$ cat src/common/ftdr_pkg.sv
// Shared constants for the fan tachometer and duty register bank.
package ftdr_pkg;

    // ------------------------------------------------------------
    // Timing
    // ------------------------------------------------------------
    localparam int CLK_PERIOD_NS = 50;
    localparam int TIMEBASE_NS   = 10000;
    localparam int TICK_CYCLES   = TIMEBASE_NS / CLK_PERIOD_NS;
    localparam int PWM_PRESCALE  = 4;

    // ------------------------------------------------------------
    // Register indices; the byte address is four times the index
    // ------------------------------------------------------------
    localparam logic [7:0] IDX_CONFIG_TWO   = 8'h02;
    localparam logic [7:0] IDX_FAULT_DUTY   = 8'h03;
    localparam logic [7:0] IDX_LIMIT_HIGH   = 8'h0E;
    localparam logic [7:0] IDX_LIMIT_LOW    = 8'h0F;
    localparam logic [7:0] IDX_USER_FIRST   = 8'h10;
    localparam logic [7:0] IDX_USER_LAST    = 8'h17;
    localparam logic [7:0] IDX_LUT_FIRST    = 8'h20;
    localparam logic [7:0] IDX_LUT_LAST     = 8'h4F;
    localparam logic [7:0] IDX_DIRECT_DUTY  = 8'h50;
    localparam logic [7:0] IDX_PRESENT_DUTY = 8'h51;
    localparam logic [7:0] IDX_FAN1_HIGH    = 8'h52;
    localparam logic [7:0] IDX_FAN1_LOW     = 8'h53;

    // ------------------------------------------------------------
    // Values after reset and field positions
    // ------------------------------------------------------------
    localparam logic [7:0]  RST_CONFIG_TWO   = 8'h00;
    localparam logic [7:0]  RST_FAULT_DUTY   = 8'hFF;
    localparam logic [7:0]  RST_LIMIT_HIGH   = 8'hFF;
    localparam logic [7:0]  RST_LIMIT_LOW    = 8'hFE;
    localparam logic [7:0]  RST_USER         = 8'h00;
    localparam logic [7:0]  RST_LUT          = 8'hFF;
    localparam logic [7:0]  RST_DIRECT_DUTY  = 8'hFF;
    localparam logic [7:0]  RST_PRESENT_DUTY = 8'h00;
    localparam logic [15:0] RST_FAN1_COUNT   = 16'h0000;
    localparam logic [15:0] COUNT_MAX        = 16'hFFFF;
    localparam int          DIRECT_SEL_BIT   = 0;
    localparam int          USER_BYTES       = 8;
    localparam int          LUT_BYTES        = 48;

endpackage

$ cat src/rtl/ftdr_tach_meter.sv
// Tachometer period meter: counts timebase ticks between tach rising edges.
`timescale 1ns/1ns
module ftdr_tach_meter #(
    parameter int TICK_CYCLES = ftdr_pkg::TICK_CYCLES
) (
    input  wire logic        pclk,
    input  wire logic        presetn,
    input  wire logic        tach_in,
    output logic             tick,
    output logic [15:0]      count
);
    import ftdr_pkg::*;

    // ------------------------------------------------------------
    // Timebase and period counter
    // ------------------------------------------------------------
    logic [15:0] div_reg;
    logic [15:0] run_reg;
    logic        tach_d_reg;
    logic [15:0] count_reg;
    logic        tick_reg;

    wire         div_end = (div_reg == 16'(TICK_CYCLES - 1));
    wire         rise    = tach_in & ~tach_d_reg;
    wire         run_sat = (run_reg == COUNT_MAX);

    // One tick every TICK_CYCLES clocks gives the count its time unit.
    always_ff @(posedge pclk or negedge presetn) begin
        if (!presetn) begin
            div_reg  <= 16'h0000;
            tick_reg <= 1'b0;
        end else begin
            div_reg  <= div_end ? 16'h0000 : div_reg + 16'h0001;
            tick_reg <= div_end;
        end
    end

    // The whole 16-bit result is updated at once, so halves never mix.
    always_ff @(posedge pclk or negedge presetn) begin
        if (!presetn) begin
            tach_d_reg <= 1'b0;
            run_reg    <= 16'h0000;
            count_reg  <= RST_FAN1_COUNT;
        end else begin
            tach_d_reg <= tach_in;
            // A tick landing on the edge opens the new period, so no tick is lost.
            if (rise) begin
                count_reg <= run_reg;
                run_reg   <= tick_reg ? 16'h0001 : 16'h0000;
            end else if (tick_reg && !run_sat) begin
                run_reg <= run_reg + 16'h0001;
            end else if (run_sat) begin
                count_reg <= COUNT_MAX; // A stalled fan shows the slowest reading.
            end
        end
    end

    assign tick  = tick_reg;
    assign count = count_reg;
endmodule

$ cat src/rtl/ftdr_regs.sv
// Fan tachometer limit, user storage, duty lookup and duty register bank on APB.
//
// Local design decision: register access over APB.
`timescale 1ns/1ns

// How it works
// - Limit high byte at index 0Eh, read/write, resets to FFh.
// - Limit low byte at index 0Fh, read/write, resets to FEh.
// - Limit is a 16-bit tick count; larger means slower fan.
// - Eight user bytes at indices 10h to 17h, reset to 00h.
// - Forty-eight lookup bytes at 20h to 4Fh, reset to FFh.
// - With direct select set and no fan failure, duty comes from byte 50h, reset FFh.
// - Read-only byte 51h always shows the duty being driven, reset 00h.
// - Read-only byte 52h holds fan count high byte, reset 00h.
// - Count is the number of ten-microsecond ticks between tach rising edges.
// - Read-only byte 53h holds the fan count low byte frozen at the last read of 52h.
// - On fan failure the duty comes from fault duty byte 03h.
module ftdr_regs #(
    parameter int TICK_CYCLES  = ftdr_pkg::TICK_CYCLES,
    parameter int PWM_PRESCALE = ftdr_pkg::PWM_PRESCALE
) (
    input  wire logic        pclk,
    input  wire logic        presetn,
    input  wire logic        psel,
    input  wire logic        penable,
    input  wire logic        pwrite,
    input  wire logic [11:0] paddr,
    input  wire logic [31:0] pwdata,
    output logic [31:0]      prdata,
    output logic             pready,
    output logic             pslverr,
    input  wire logic        fan1_speed_input,
    input  wire logic [5:0]  lut_index,
    output logic             pwm_out,
    output logic             fan_fail
);
    import ftdr_pkg::*;

    // ------------------------------------------------------------
    // Helpers
    // ------------------------------------------------------------
    function automatic logic in_range(input logic [7:0] idx, input logic [7:0] lo, input logic [7:0] hi);
        in_range = (idx >= lo) && (idx <= hi);
    endfunction

    // ------------------------------------------------------------
    // State
    // ------------------------------------------------------------
    logic [7:0]  config_two_reg;
    logic [7:0]  fault_duty_reg;
    logic [7:0]  tach_limit_high_reg;
    logic [7:0]  tach_limit_low_reg;
    logic [7:0]  direct_duty_reg;
    logic [7:0]  present_duty_reg;
    logic [7:0]  fan1_low_snap_reg;
    logic [7:0]  user_mem [USER_BYTES];
    logic [7:0]  lut_mem [LUT_BYTES];
    logic [31:0] prdata_reg;
    logic        pready_reg;
    logic        pslverr_reg;
    logic        fan_fail_reg;
    logic        pwm_out_reg;
    logic [7:0]  pwm_cnt_reg;
    logic [7:0]  pre_cnt_reg;
    logic [7:0]  rd_byte;
    logic        rd_hit;
    logic [7:0]  duty_next;
    logic        tick;
    logic [15:0] fan1_count;

    // ------------------------------------------------------------
    // Tachometer measurement
    // ------------------------------------------------------------
    ftdr_tach_meter #(
        .TICK_CYCLES (TICK_CYCLES)
    ) u_tach (
        .pclk    (pclk),
        .presetn (presetn),
        .tach_in (fan1_speed_input),
        .tick    (tick),
        .count   (fan1_count)
    );

    // ------------------------------------------------------------
    // Address decode
    // ------------------------------------------------------------
    wire [7:0]  idx        = paddr[9:2];
    wire        idx_ok     = (paddr[11:10] == 2'b00);
    wire        setup      = psel & ~penable;
    wire        wr_en      = psel & penable & pready_reg & pwrite & ~pslverr_reg;
    wire        is_user    = idx_ok && in_range(idx, IDX_USER_FIRST, IDX_USER_LAST);
    wire        is_lut     = idx_ok && in_range(idx, IDX_LUT_FIRST, IDX_LUT_LAST);
    wire [2:0]  user_off   = 3'(idx - IDX_USER_FIRST);
    wire [5:0]  lut_off    = 6'(idx - IDX_LUT_FIRST);
    wire [15:0] limit      = {tach_limit_high_reg, tach_limit_low_reg};
    wire        direct_sel = config_two_reg[DIRECT_SEL_BIT];
    wire        lut_ok     = (lut_index < 6'(LUT_BYTES));
    wire [7:0]  auto_duty  = lut_ok ? lut_mem[lut_index] : RST_LUT;
    wire        pre_end    = (pre_cnt_reg == 8'(PWM_PRESCALE - 1));

    // Read mux; an unmapped index reads zero and raises pslverr.
    always_comb begin
        rd_byte = 8'h00;
        rd_hit  = 1'b1;
        if (!idx_ok) begin
            rd_hit = 1'b0;
        end else if (idx == IDX_CONFIG_TWO) begin
            rd_byte = config_two_reg;
        end else if (idx == IDX_FAULT_DUTY) begin
            rd_byte = fault_duty_reg;
        end else if (idx == IDX_LIMIT_HIGH) begin
            rd_byte = tach_limit_high_reg;
        end else if (idx == IDX_LIMIT_LOW) begin
            rd_byte = tach_limit_low_reg;
        end else if (is_user) begin
            rd_byte = user_mem[user_off];
        end else if (is_lut) begin
            rd_byte = lut_mem[lut_off];
        end else if (idx == IDX_DIRECT_DUTY) begin
            rd_byte = direct_duty_reg;
        end else if (idx == IDX_PRESENT_DUTY) begin
            rd_byte = present_duty_reg;
        end else if (idx == IDX_FAN1_HIGH) begin
            rd_byte = fan1_count[15:8];
        end else if (idx == IDX_FAN1_LOW) begin
            rd_byte = fan1_low_snap_reg;
        end else begin
            rd_hit = 1'b0;
        end
    end

    // ------------------------------------------------------------
    // APB answer: pready rises in the first access cycle, no waits.
    // ------------------------------------------------------------
    always_ff @(posedge pclk or negedge presetn) begin
        if (!presetn) begin
            pready_reg  <= 1'b0;
            pslverr_reg <= 1'b0;
            prdata_reg  <= 32'h0000_0000;
        end else begin
            pready_reg  <= setup;
            pslverr_reg <= setup & ~rd_hit;
            if (setup && !pwrite) begin
                prdata_reg <= {24'h00_0000, rd_byte};
            end
        end
    end

    // Reading the high count byte freezes the low byte for the next read.
    always_ff @(posedge pclk or negedge presetn) begin
        if (!presetn) begin
            fan1_low_snap_reg <= RST_FAN1_COUNT[7:0];
        end else if (setup && !pwrite && idx_ok && idx == IDX_FAN1_HIGH) begin
            fan1_low_snap_reg <= fan1_count[7:0];
        end
    end

    // ------------------------------------------------------------
    // Writable registers; the nonvolatile ones reload factory values
    // at reset because no backing store is modelled here.
    // ------------------------------------------------------------
    always_ff @(posedge pclk or negedge presetn) begin
        if (!presetn) begin
            config_two_reg      <= RST_CONFIG_TWO;
            fault_duty_reg      <= RST_FAULT_DUTY;
            tach_limit_high_reg <= RST_LIMIT_HIGH;
            tach_limit_low_reg  <= RST_LIMIT_LOW;
            direct_duty_reg     <= RST_DIRECT_DUTY;
        end else if (wr_en) begin
            if (idx == IDX_CONFIG_TWO) begin
                config_two_reg <= pwdata[7:0];
            end else if (idx == IDX_FAULT_DUTY) begin
                fault_duty_reg <= pwdata[7:0];
            end else if (idx == IDX_LIMIT_HIGH) begin
                tach_limit_high_reg <= pwdata[7:0];
            end else if (idx == IDX_LIMIT_LOW) begin
                tach_limit_low_reg <= pwdata[7:0];
            end else if (idx == IDX_DIRECT_DUTY) begin
                direct_duty_reg <= pwdata[7:0];
            end
        end
    end

    // User bytes and lookup table share one write path.
    always_ff @(posedge pclk or negedge presetn) begin
        if (!presetn) begin
            for (int i = 0; i < USER_BYTES; i++) begin
                user_mem[i] <= RST_USER;
            end
            for (int i = 0; i < LUT_BYTES; i++) begin
                lut_mem[i] <= RST_LUT;
            end
        end else if (wr_en && is_user) begin
            user_mem[user_off] <= pwdata[7:0];
        end else if (wr_en && is_lut) begin
            lut_mem[lut_off] <= pwdata[7:0];
        end
    end

    // ------------------------------------------------------------
    // Fan failure and duty selection; failure overrides every mode.
    // ------------------------------------------------------------
    assign duty_next = fan_fail_reg ? fault_duty_reg :
                       direct_sel   ? direct_duty_reg : auto_duty;

    always_ff @(posedge pclk or negedge presetn) begin
        if (!presetn) begin
            fan_fail_reg     <= 1'b0;
            present_duty_reg <= RST_PRESENT_DUTY;
        end else begin
            fan_fail_reg     <= (fan1_count > limit);
            present_duty_reg <= duty_next;
        end
    end

    // ------------------------------------------------------------
    // PWM generator. The duty is taken linearly; a full byte still
    // leaves one low slot in 256, traded for a simple comparator.
    // ------------------------------------------------------------
    always_ff @(posedge pclk or negedge presetn) begin
        if (!presetn) begin
            pre_cnt_reg <= 8'h00;
            pwm_cnt_reg <= 8'h00;
            pwm_out_reg <= 1'b0;
        end else begin
            pre_cnt_reg <= pre_end ? 8'h00 : pre_cnt_reg + 8'h01;
            if (pre_end) begin
                pwm_cnt_reg <= pwm_cnt_reg + 8'h01;
            end
            pwm_out_reg <= (pwm_cnt_reg < present_duty_reg);
        end
    end

    assign prdata   = prdata_reg;
    assign pready   = pready_reg;
    assign pslverr  = pslverr_reg;
    assign pwm_out  = pwm_out_reg;
    assign fan_fail = fan_fail_reg;

    logic [15:0] tick_gap_reg;
    always_ff @(posedge pclk or negedge presetn) begin
        if (!presetn) begin
            tick_gap_reg <= 16'hFFFF; // One below zero, so the first tick sees the full spacing.
        end else begin
            tick_gap_reg <= tick ? 16'h0000 : tick_gap_reg + 16'h0001;
        end
    end
endmodule

$ cat config.mk
export PLATFORM = sky130hd
export DESIGN_NAME = ftdr_regs
export DESIGN_NICKNAME = d
export VERILOG_FILES = /design/src/common/ftdr_pkg.sv /design/src/rtl/ftdr_tach_meter.sv /design/src/rtl/ftdr_regs.sv
export SDC_FILE = /design/constraint.sdc
export NUM_CORES = 1
export LEC_CHECK = 0
export BUFFER_PORTS_ARGS = -buffer_cell sky130_fd_sc_hd__buf_2
export CORE_ASPECT_RATIO = 1.5
export CORE_MARGIN = 3
export CORE_UTILIZATION = 52
export DETAILED_ROUTE_END_ITERATION = 10
export GPL_TIMING_DRIVEN = 0
export PLACE_DENSITY = 0.69
export SYNTH_ARGS = -nofsm -noshare
export SYNTH_HDL_FRONTEND = slang
export SYNTH_SLANG_ARGS = --single-unit
$ cat constraint.sdc
create_clock -name pclk -period 2.5 [get_ports pclk]
set_clock_uncertainty 0.2 [all_clocks]
set_input_delay 0.125 -clock pclk [delete_from_list [all_inputs] [get_ports pclk]]
set_output_delay 0.125 -clock pclk [all_outputs]
set_load 0.005 [all_outputs]
# Word level (Yosys, flattened, before mapping)
# Cells that the tools add are included.
dict set report op_classes {
  order_cmp 12
  n_mux 48
  bitwise 19
  reduce_logical 24
  addsub 6
  n_eq_ne 12
}
# operator count
set ops {}
lappend ops {{384-bit bitwise mux} 1}
lappend ops {{8-bit 2-to-1 mux} 23}
lappend ops {{8-bit binary-select mux with 6-bit select} 2}
lappend ops {{16-bit 2-to-1 mux} 6}
lappend ops {{64-bit bitwise mux} 1}
lappend ops {{8-bit demux with 6-bit select} 1}
lappend ops {{16-bit by 1-bit adder with 16-bit output, second input constant} 2}
lappend ops {{8-bit by 7-bit equality test with 1-bit output, second input constant} 4}
lappend ops {{8-bit binary-select mux with 3-bit select} 1}
lappend ops {{8-bit demux with 3-bit select} 1}
lappend ops {{8-bit by 2-bit equality test with 1-bit output, second input constant} 3}
lappend ops {{8-bit by 1-bit adder with 8-bit output, second input constant} 2}
lappend ops {{16-bit equality test, second input constant} 1}
lappend ops {{16-bit by 8-bit equality test with 1-bit output, second input constant} 1}
lappend ops {{8-bit by 4-bit equality test with 1-bit output, second input constant} 2}
lappend ops {{16-bit > comparator} 1}
lappend ops {{7-bit greater-or-equal comparator, second input constant} 2}
lappend ops {{6-bit NOT with 7-bit output} 2}
lappend ops {{1-bit logical AND} 12}
lappend ops {{1-bit 2-to-1 mux} 12}
lappend ops {{1-bit NOT} 9}
lappend ops {{8-bit by 5-bit greater-or-equal comparator with 1-bit output, second input constant} 1}
lappend ops {{8-bit by 6-bit greater-or-equal comparator with 1-bit output, second input constant} 1}
lappend ops {{8-bit by 5-bit <= comparator with 1-bit output, second input constant} 1}
lappend ops {{19 further kinds} 29}
dict set report totals {
  output_inout_bits 36
  reg_bits 582
  elab_cells 196
  input_bits 56
}

# Depth between registers and ports, before layout
# Gate-level depths: netlist (run 1).
dict set report logic_depth {
  ltp_word 14
  mapped_depth 11
  mapped_depth_nobuf 9
}

# Hierarchy
# A second synthesis (run 1) with hierarchy kept.
dict set report unflattened {
  hier_cells 2391
  hier_area_um2 31365.1
}
# mod instances area_per_inst_um2 cells_per_inst seq_area_each_um2
set by_module_without_submodules {}
lappend by_module_without_submodules {ftdr_regs 1 29042.9 2185 13832.0}
lappend by_module_without_submodules {ftdr_tach_meter 1 2322.2 206 1251.2}

# Least setup slack after synthesis (run 1)
# Ideal clock, no wire load.
dict set report synth_path {
  kind {input -> register}
  start {input lut_index[0]}
  end {register present_duty_reg[3]}
  setup_ns 0.126
  path_buffers 3
  required_ns 2.174
  cell_stages 8
  path_slack_ns -0.192
  arrival_time_ns 2.366
  path_cell_list {clkbuf_1 > buf_2 > buf_2 > mux4_2 > mux4_2 > o21ai_0 > o21ai_0 > a221o_1}
}
dict set report synth_via {
  elab_chain_len 7
  word_cells_on_any_way 8
  classes_between {order compare: 1; mux: 6; bitwise: 1}
}
# element line_no
set synth_lines {}
lappend synth_lines {{from (decl)} ftdr_regs.sv:33} ;# input wire logic [5:0] lut_index,
lappend synth_lines {{6-bit NOT with 7-bit output (not written as such)} ftdr_regs.sv:98} ;# wire [7:0] auto_duty = lut_ok ? lut_mem[lut_index] : RST_LUT;
lappend synth_lines {{8-bit binary-select mux with 6-bit select} ftdr_regs.sv:98}
lappend synth_lines {{8-bit 2-to-1 mux (not written as such) (2 in a row)} ftdr_regs.sv:98}
lappend synth_lines {{8-bit 2-to-1 mux *} ftdr_regs.sv:98}
lappend synth_lines {{8-bit 2-to-1 mux *} ftdr_regs.sv:204} ;# direct_sel ? direct_duty_reg : auto_duty;
lappend synth_lines {{8-bit 2-to-1 mux *} ftdr_regs.sv:203} ;# assign duty_next = fan_fail_reg ? fault_duty_reg :
lappend synth_lines {{net duty_next[3]} ftdr_regs.sv:67} ;# logic [7:0] duty_next;
lappend synth_lines {{to (signal assigned)} ftdr_regs.sv:212} ;# present_duty_reg <= duty_next;
lappend synth_lines {{to (decl)} ftdr_regs.sv:54} ;# logic [7:0] present_duty_reg;
# Mark *: on every way through the listed nets, which the timed path passes. The rest lies on a longest branch. The select of a mux whose other input is x is not followed.
# A chain may end at the register's enable or synchronous reset.

# Worst setup path after layout (run 1)
dict set report layout_path {
  start {input paddr[4]}
  end {register prdata_reg[6], in the netlist prdata[6]}
}
dict set report layout_via {
  elab_chain_len 12
  word_cells_on_any_way 37
  classes_between {add/sub: 2; order compare: 4; eq/ne: 8; mux: 17; bitwise: 2; reduce/logical: 4}
}
# element line_no
set layout_lines {}
lappend layout_lines {{from (decl)} ftdr_regs.sv:27} ;# input wire logic [11:0] paddr,
lappend layout_lines {{6-bit subtractor or 8-bit by 7-bit equality test with 1-bit output (tied branches)} {ftdr_regs.sv:94, ftdr_regs.sv:125}}
lappend layout_lines {{6-bit NOT with 7-bit output (not written as such) or 8-bit 2-to-1 mux (tied branches)} {ftdr_regs.sv:118, ftdr_regs.sv:125}}
lappend layout_lines {{8-bit binary-select mux with 6-bit select or 8-bit 2-to-1 mux (tied branches)} {ftdr_regs.sv:118, ftdr_regs.sv:123}}
lappend layout_lines {{8-bit 2-to-1 mux (on tied branches)} {ftdr_regs.sv:118, ftdr_regs.sv:121}}
lappend layout_lines {{8-bit 2-to-1 mux (on tied branches)} {ftdr_regs.sv:118, ftdr_regs.sv:119}}
lappend layout_lines {{8-bit 2-to-1 mux} ftdr_regs.sv:117} ;# end else if (is_lut) begin
lappend layout_lines {{8-bit 2-to-1 mux} ftdr_regs.sv:115} ;# end else if (is_user) begin
lappend layout_lines {{8-bit 2-to-1 mux} ftdr_regs.sv:113} ;# end else if (idx == IDX_LIMIT_LOW) begin
lappend layout_lines {{8-bit 2-to-1 mux} ftdr_regs.sv:111} ;# end else if (idx == IDX_LIMIT_HIGH) begin
lappend layout_lines {{8-bit 2-to-1 mux} ftdr_regs.sv:109} ;# end else if (idx == IDX_FAULT_DUTY) begin
lappend layout_lines {{8-bit 2-to-1 mux *} ftdr_regs.sv:107} ;# end else if (idx == IDX_CONFIG_TWO) begin
lappend layout_lines {{8-bit 2-to-1 mux *} ftdr_regs.sv:105} ;# if (!idx_ok) begin
lappend layout_lines {{to (signal assigned)} ftdr_regs.sv:144} ;# prdata_reg <= {24'h00_0000, rd_byte};
lappend layout_lines {{to (decl)} ftdr_regs.sv:58} ;# logic [31:0] prdata_reg;
# Mark *: on every way between the ends. The rest lies on a longest branch, timed or not. The select of a mux whose other input is x is not followed.

==> reports/metrics.cfg, run 1 <==
[outcome]
status = finished with violations
violations = negative setup slack

[sta]
slew_violations = 0
fmax_mhz = 372.7
setup_ws_ps = -183.1
rsz0062_at_grt = yes
finalHoldViolations = 0
period_minus_slack_ps = 2683
worst_pin_slew_ps = 1187
maxSlewHeadroom = 0.2085
setup_violations = 22
finalCritPeriodShare = 1.073

[grt]
grt_max_degree = 133
grt_usage = 0.3857
antenna_found_initial = 8
grt_pass1_vias = 23638
grt_first_pass_wirelength_um = 172000
overflow = 0

[yosys]
synth_cell_types = 64
ys.flop_type = dfstp_2
ys_ff_latch = 582
yosysSeqAreaShare = 0.4861
netlist_area_mm2 = 0.03103
synth.most_common_cell = mux2_2
synth_top_area_cell = dfstp_2
netlist_instances = 2374
synth_edf_count = 0
synthTopCellsByCount = mux2_2 (550), dfstp_2 (415), dfrtp_1 (167)
yosysWarnings = 0
ys_async_sr_fraction = 1.000
syn_avg_cell_area_um2 = 13.07
synth_top_area_share = 0.3515
ys_top_cells_by_area = dfstp_2 (35%), mux2_2 (20%), dfrtp_1 (13%)

[final_layout]
nNetsFinal = 2608
final_util = 0.6020
multi_input_area_mm2 = 0.01556
largest_register_ffs = 384
seq_area_mm2 = 0.01508
drive_gt1_frac = 0.5702
area_delta_synth_final_pct = 14.58
fill_cells = 4665
largestRegisters = lut_mem: 384 flops, user_mem: 64 flops
top_register = lut_mem
stdcell_area_mm2 = 0.03555

[flow_run]
cap_violations = 0

[cts]
tritoncts = done
clkSinkCount = 582
cts_buffers = 58
cts_buffer_depth = 3
clk-insertion-delay-late_ps = 640
clk_pin_slew_ps = 60
htree_num_levels = 2
clockRootBuffer = clkbuf_16

[power_and_ir_drop]
p_leak_uw = 0.01484
p_per_area_mw_per_mm2 = 589.0
max-vdd-ir-drop_v = 0.0006824

[floorplan]
placementRows = 109
die_y_um = 305.2
dieWidth_um = 205.4
boundaryPins = 92
dieArea_mm2 = 0.06269
start_util = 0.5254
coreArea_mm2 = 0.05905

[critical_path]
cp.arrival_ps = 3000
critPathKind = primary input to flip-flop
critPathCaptureType = flip-flop
r2r_cells = 7
cp.required_ps = 2820
cp-start-kind = primary input
critPathMaxFanout = 10

[worst_hold_path]
worstHoldPathType = primary input to flip-flop
hold_depth = 3

[drt]
wl_per_cell_um = 36.51
drtAntennaViolNets = 0
drt_iter0_drc = 2866
dr.pass1.iters = 8
drc_errors = 0
vias = 23434
viasPerCell = 6.991
wirelength_um = 122400

[placed_design]
place_hpwl_um = 86070
dpl_cell_area_mm2 = 0.03245
port_buffers = 36
place_ws_ps = -2799
place_congestion = 1.078

## area by class of cell
| cell class | count | share of cell area |
|---|---|---|
| well taps | 777 | 0.02735 |
| clock inverters | 28 | 0.008447 |
| repair buffers | 73 | 0.01904 |
| clock buffers | 80 | 0.04772 |
| flip-flops and latches | 582 | 0.4243 |
| plain buffers | 180 | 0.03168 |
| inverters | 31 | 0.003520 |
| multi-input cells | 1599 | 0.4378 |
| diodes | 2 | 0.0001408 |
## stage by stage
step	instances	power [µW]	hold slack, ps	TNS (ps)
3_3_place_gp	3210	11520	58.07	-5090190
6_report	3352	20940	44.94	-895.0
4_1_cts	3348	20860	0.7784	-79.69
3_5_place_dp	3215	11590	1.771	-657280
5_1_grt	3350	21400	50.78	-195.6
2_1_floorplan	2397	10590	-370.6	0
## layout by cell type, fill, tap and decap left out, drive strengths merged, types with 14 or more instances in the layout
| cell | instances |
|---|---|
| dfstp | 415 |
| nor2 | 93 |
| o221ai | 22 |
| clkinv | 14 |
| a21oi | 58 |
| nand2 | 159 |
| dlygate4sd3 | 21 |
| dfrtp | 167 |
| xnor2 | 27 |
| a221o | 15 |
| ha | 27 |
| inv | 29 |
| o21ai | 83 |
| a221oi | 20 |
| nor2b | 19 |
| conb | 24 |
| mux4 | 144 |
| a211oi | 15 |
| nand3 | 29 |
| mux2 | 550 |
| clkbuf | 188 |
| a22oi | 15 |
| o22ai | 56 |
| mux2i | 58 |
| buf | 123 |
| nand4 | 15 |
| o22a | 17 |
| and3 | 15 |
## final timing paths
check	endpoint	slack, ps	from
min reg2reg	pre_cnt_reg[7]	280	pre_cnt_reg[7]
max in group asynchronous	lut_mem[123]	260	presetn
max	prdata[6]	-180	paddr[4]
min in group asynchronous	pre_cnt_reg[3]	520	presetn
min	pready	40	penable
max reg2reg	prdata[6]	-70	lut_mem[198]
## per-layer routing
metal	vias up	routed length, µm	global-route usage
li1	9230	-	-
met1	11991	41590	0.4485
met2	1598	55370	0.5906
met3	607	11830	0.1007
met4	8	13550	0.3305
met5	-	45	0
## what timing repair did
action,in CTS,in global routing
hold buffers,21,0
gates resized for setup,234,66
buffers inserted,8,2
hold endpoints to repair,235,0
pin swaps,7,5
gates cloned,0,1
setup endpoints to repair,526,321
## cell families after synthesis
kind of cell    count (synthesis)  share of synthesized area
mux                           752                     0.3229
flops                         582                     0.4861
simple gates                  396                    0.06073
compound gates                360                    0.07787
buf+inv                       216                    0.03008
xor+xnor                       40                    0.01129
fa+ha+maj                      27                    0.01089
other cells                     1                  0.0001209
## where the power goes
part | internal (µW) | total, µW | switching, µW
sequential | 9520 | 9600 | 75.4
clock | 5260 | 9270 | 4000
combinational | 577 | 2080 | 1500
total | 15400 | 20900 | 5580
## critical path, stage by stage
cell and delay [ps]:
buf_2 130, buf_2 190, nand2b_1 850, nor2_1 70, a211oi_1 240, o21ai_0 290, a221oi_2 490, o2111ai_1 300
a221oi_1 320
No activity file was read; power rests on OpenSTA's default activity.
==> run 2, diff against run 1 <==
Settings changed: REMOVE_ABC_BUFFERS from default to 1, SYNTH_HIERARCHICAL from default to 1.
==> run 2 against run 1 <==
Against the previous run: sequential cell count stayed put; the flow still finishes with violations (negative setup slack); critical endpoint is now present_duty_reg[0]; global-route usage is 8.2 points lower; hold slack worse by 43 ps; cell area is 1.3% lower; non-clock buffer count is 148 lower.
==> reports/metrics.cfg, run 2 <==
[sta]
finalCritPeriodShare = 1.005
worst_pin_slew_ps = 1380
period_minus_slack_ps = 2513
slew_violations = 0
fmax_mhz = 398.0
finalSetupTns_ps = -19.21
setup_ws_ps = -12.61
rsz0062_at_grt = yes
setup_violations = 3
finalHoldViolations = 0
worst_hold_slack_ps = 1.907
maxSlewHeadroom = 0.08028

[final_layout]
final_util = 0.5913
layout_common_cells = mux2_2 (536), dfstp_2 (415), dfrtp_1 (167), mux4_2 (142), nand2_1 (89)
stdcell_area_mm2 = 0.03508
nNetsFinal = 2467
drive_gt1_frac = 0.5728
area_delta_synth_final_pct = 11.84
largestRegisters = lut_mem: 384 flops, user_mem: 64 flops
largest_register_ffs = 384
layoutNonFillerInstCount = 3212
top_register = lut_mem
final_common_cell = mux2_2

[grt]
globalRouteMet3Util = 0.05221
use_met1 = 0.3672
grt_first_pass_wirelength_um = 144300
grt_max_degree = 129
grt_use_met2 = 0.5007
antenna_found_initial = 6
top_usage_layer = met2
grt_usage = 0.3033
overflow = 0
grt_pass1_vias = 22552

[floorplan]
coreArea_mm2 = 0.05933
dieWidth_um = 206.5
start_util = 0.5287
die_y_um = 306.8
dieArea_mm2 = 0.06336
boundaryPins = 92
placementRows = 109

[yosys]
ys.flop_type = dfstp_2
synth_top_area_share = 0.3477
synth_edf_count = 0
yosysSeqAreaShare = 0.4809
synth.most_common_cell = mux2_2
netlist_area_mm2 = 0.03137
synth_top_area_cell = dfstp_2
ys_top_cells_by_area = dfstp_2 (35%), mux2_2 (19%), dfrtp_1 (13%)
synthTopCellsByCount = mux2_2 (536), dfstp_2 (415), dfrtp_1 (167)
ys_ff_latch = 582
yosysWarnings = 6
netlist_instances = 2391
synth_cell_types = 86
syn_avg_cell_area_um2 = 13.12
ys_async_sr_fraction = 1.000

[cts]
clk_pin_slew_ps = 60
htree_num_levels = 2
tritoncts = done
cts_buffers = 57
clockRootBuffer = clkbuf_16
cts_buffer_depth = 3
clk-insertion-delay-late_ps = 630
clkSinkCount = 582

[critical_path]
cp_num_cells = 5
cp.required_ps = 2800
reg2reg_to = present_duty_reg[0]
critPathKind = flip-flop to flip-flop
reg2reg_from = lut_mem[288]
cp.arrival_ps = 2820
critPathTopFamily = multiplexers
cpMostUsedCell = mux4_2
slowest_delay_ps = 530
critPathLaunch = lut_mem[288]
ff2ff_setup_slack_ps = -10
cp_slowest_cell = mux4_2
crit_buf_inv = 0
r2r_cells = 5
critPathCaptureType = flip-flop
critPathMaxFanout = 3
cp-start-kind = flip-flop
path_cells = mux4_2, mux4_2, mux2i_1, o21ai_0, a221o_1

[placed_design]
port_buffers = 41
place_congestion = 0.9396
dp.cells = 3051
dpl_cell_area_mm2 = 0.03217
place_hpwl_um = 62420

[worst_hold_path]
worstHoldPathType = primary input to flip-flop
hp-start = paddr[3]
min_to = prdata[3]
hold_depth = 5

[drt]
drt_iter0_drc = 2168
drc_errors = 0
wl_per_cell_um = 30.53
viasPerCell = 6.822
drtAntennaViolNets = 0
dr.pass1.iters = 6
wirelength_um = 98060
vias = 21913

[flow_run]
cap_violations = 0

[outcome]
violations = negative setup slack
status = finished with violations

[power_and_ir_drop]
p_per_area_mw_per_mm2 = 575.5
max-vdd-ir-drop_v = 0.0005791
p_leak_uw = 0.01452

==> run 2: metrics by stage <==
| stage | worst slack, ps | power (µW) |
|---|---|---|
| final | -12.61 | 20190 |
| after global routing | -62.26 | 20780 |
| after CTS | -73.76 | 20210 |
| after detailed placement | -1985 | 11230 |
| after global placement | -10210 | 11160 |
| after floorplan | -310.4 | 10250 |
==> run 2: report_power, final <==
part           switching, µW  internal, µW
clock network           3800          5130
logic                   1160           510
registers               75.3          9520
total                   5030         15200
==> run 2: final cells by class <==
cell class / instances / area (µm²)
multi-input combinational: 1606 / 15700
clock buffer: 91 / 1727
inverter: 32 / 128.9
antenna: 3 / 7.507
tap: 777 / 972.2
sequential: 582 / 15080
clock inverter: 16 / 187.7
timing repair buffer: 105 / 1276
fill: 4647 / 24250
==> run 2: worst reg2reg max path, stage by stage (launching register included) <==
cell and delay [ps]:
dfstp_2 370, mux4_2 500, mux4_2 530, mux2i_1 160
o21ai_0 230, a221o_1 410
==> run 2: repair_timing <==
action | 4_1_cts | 5_1_grt
pin swaps | 11 | 6
resized for setup | 57 | 39
setup buffers | 21 | 5
endpoints found under the hold margin | 254 | 0
hold buffers | 17 | 0
gates cloned | 4 | 4
endpoints found under the setup margin | 523 | 208
==> run 2: worst max-delay path by stage <==
| stage | endpoint | slack [ps] |
|---|---|---|
| floorplan | lut_mem[376] | -310 |
| global placement | user_mem[16] | -10210 |
| detailed placement | prdata[4] | -1980 |
| CTS | user_mem[36] | -70 |
| global route | prdata[0] | -60 |
| finish | present_duty_reg[0] | -10 |
==> run 2: cells by family (layout without fill, tap and decap cells) <==
kind of cell    Yosys count  after routing  share of synthesized area
xor+xnor                 27             27                   0.007539
fa+ha+maj                27             27                    0.01077
flops                   582            582                     0.4809
buf+inv                 228            244                    0.03223
compound gates          382            382                    0.08425
mux                     746            746                     0.3167
simple gates            398            400                    0.06750
other cells               1             27                  0.0001196
==> run 2: metal layers <==
metal,wire length [µm],part of all wire
met4,7860,0.080
met1,34220,0.35
met2,47920,0.49
met5,14,0.00014
met3,8046,0.082
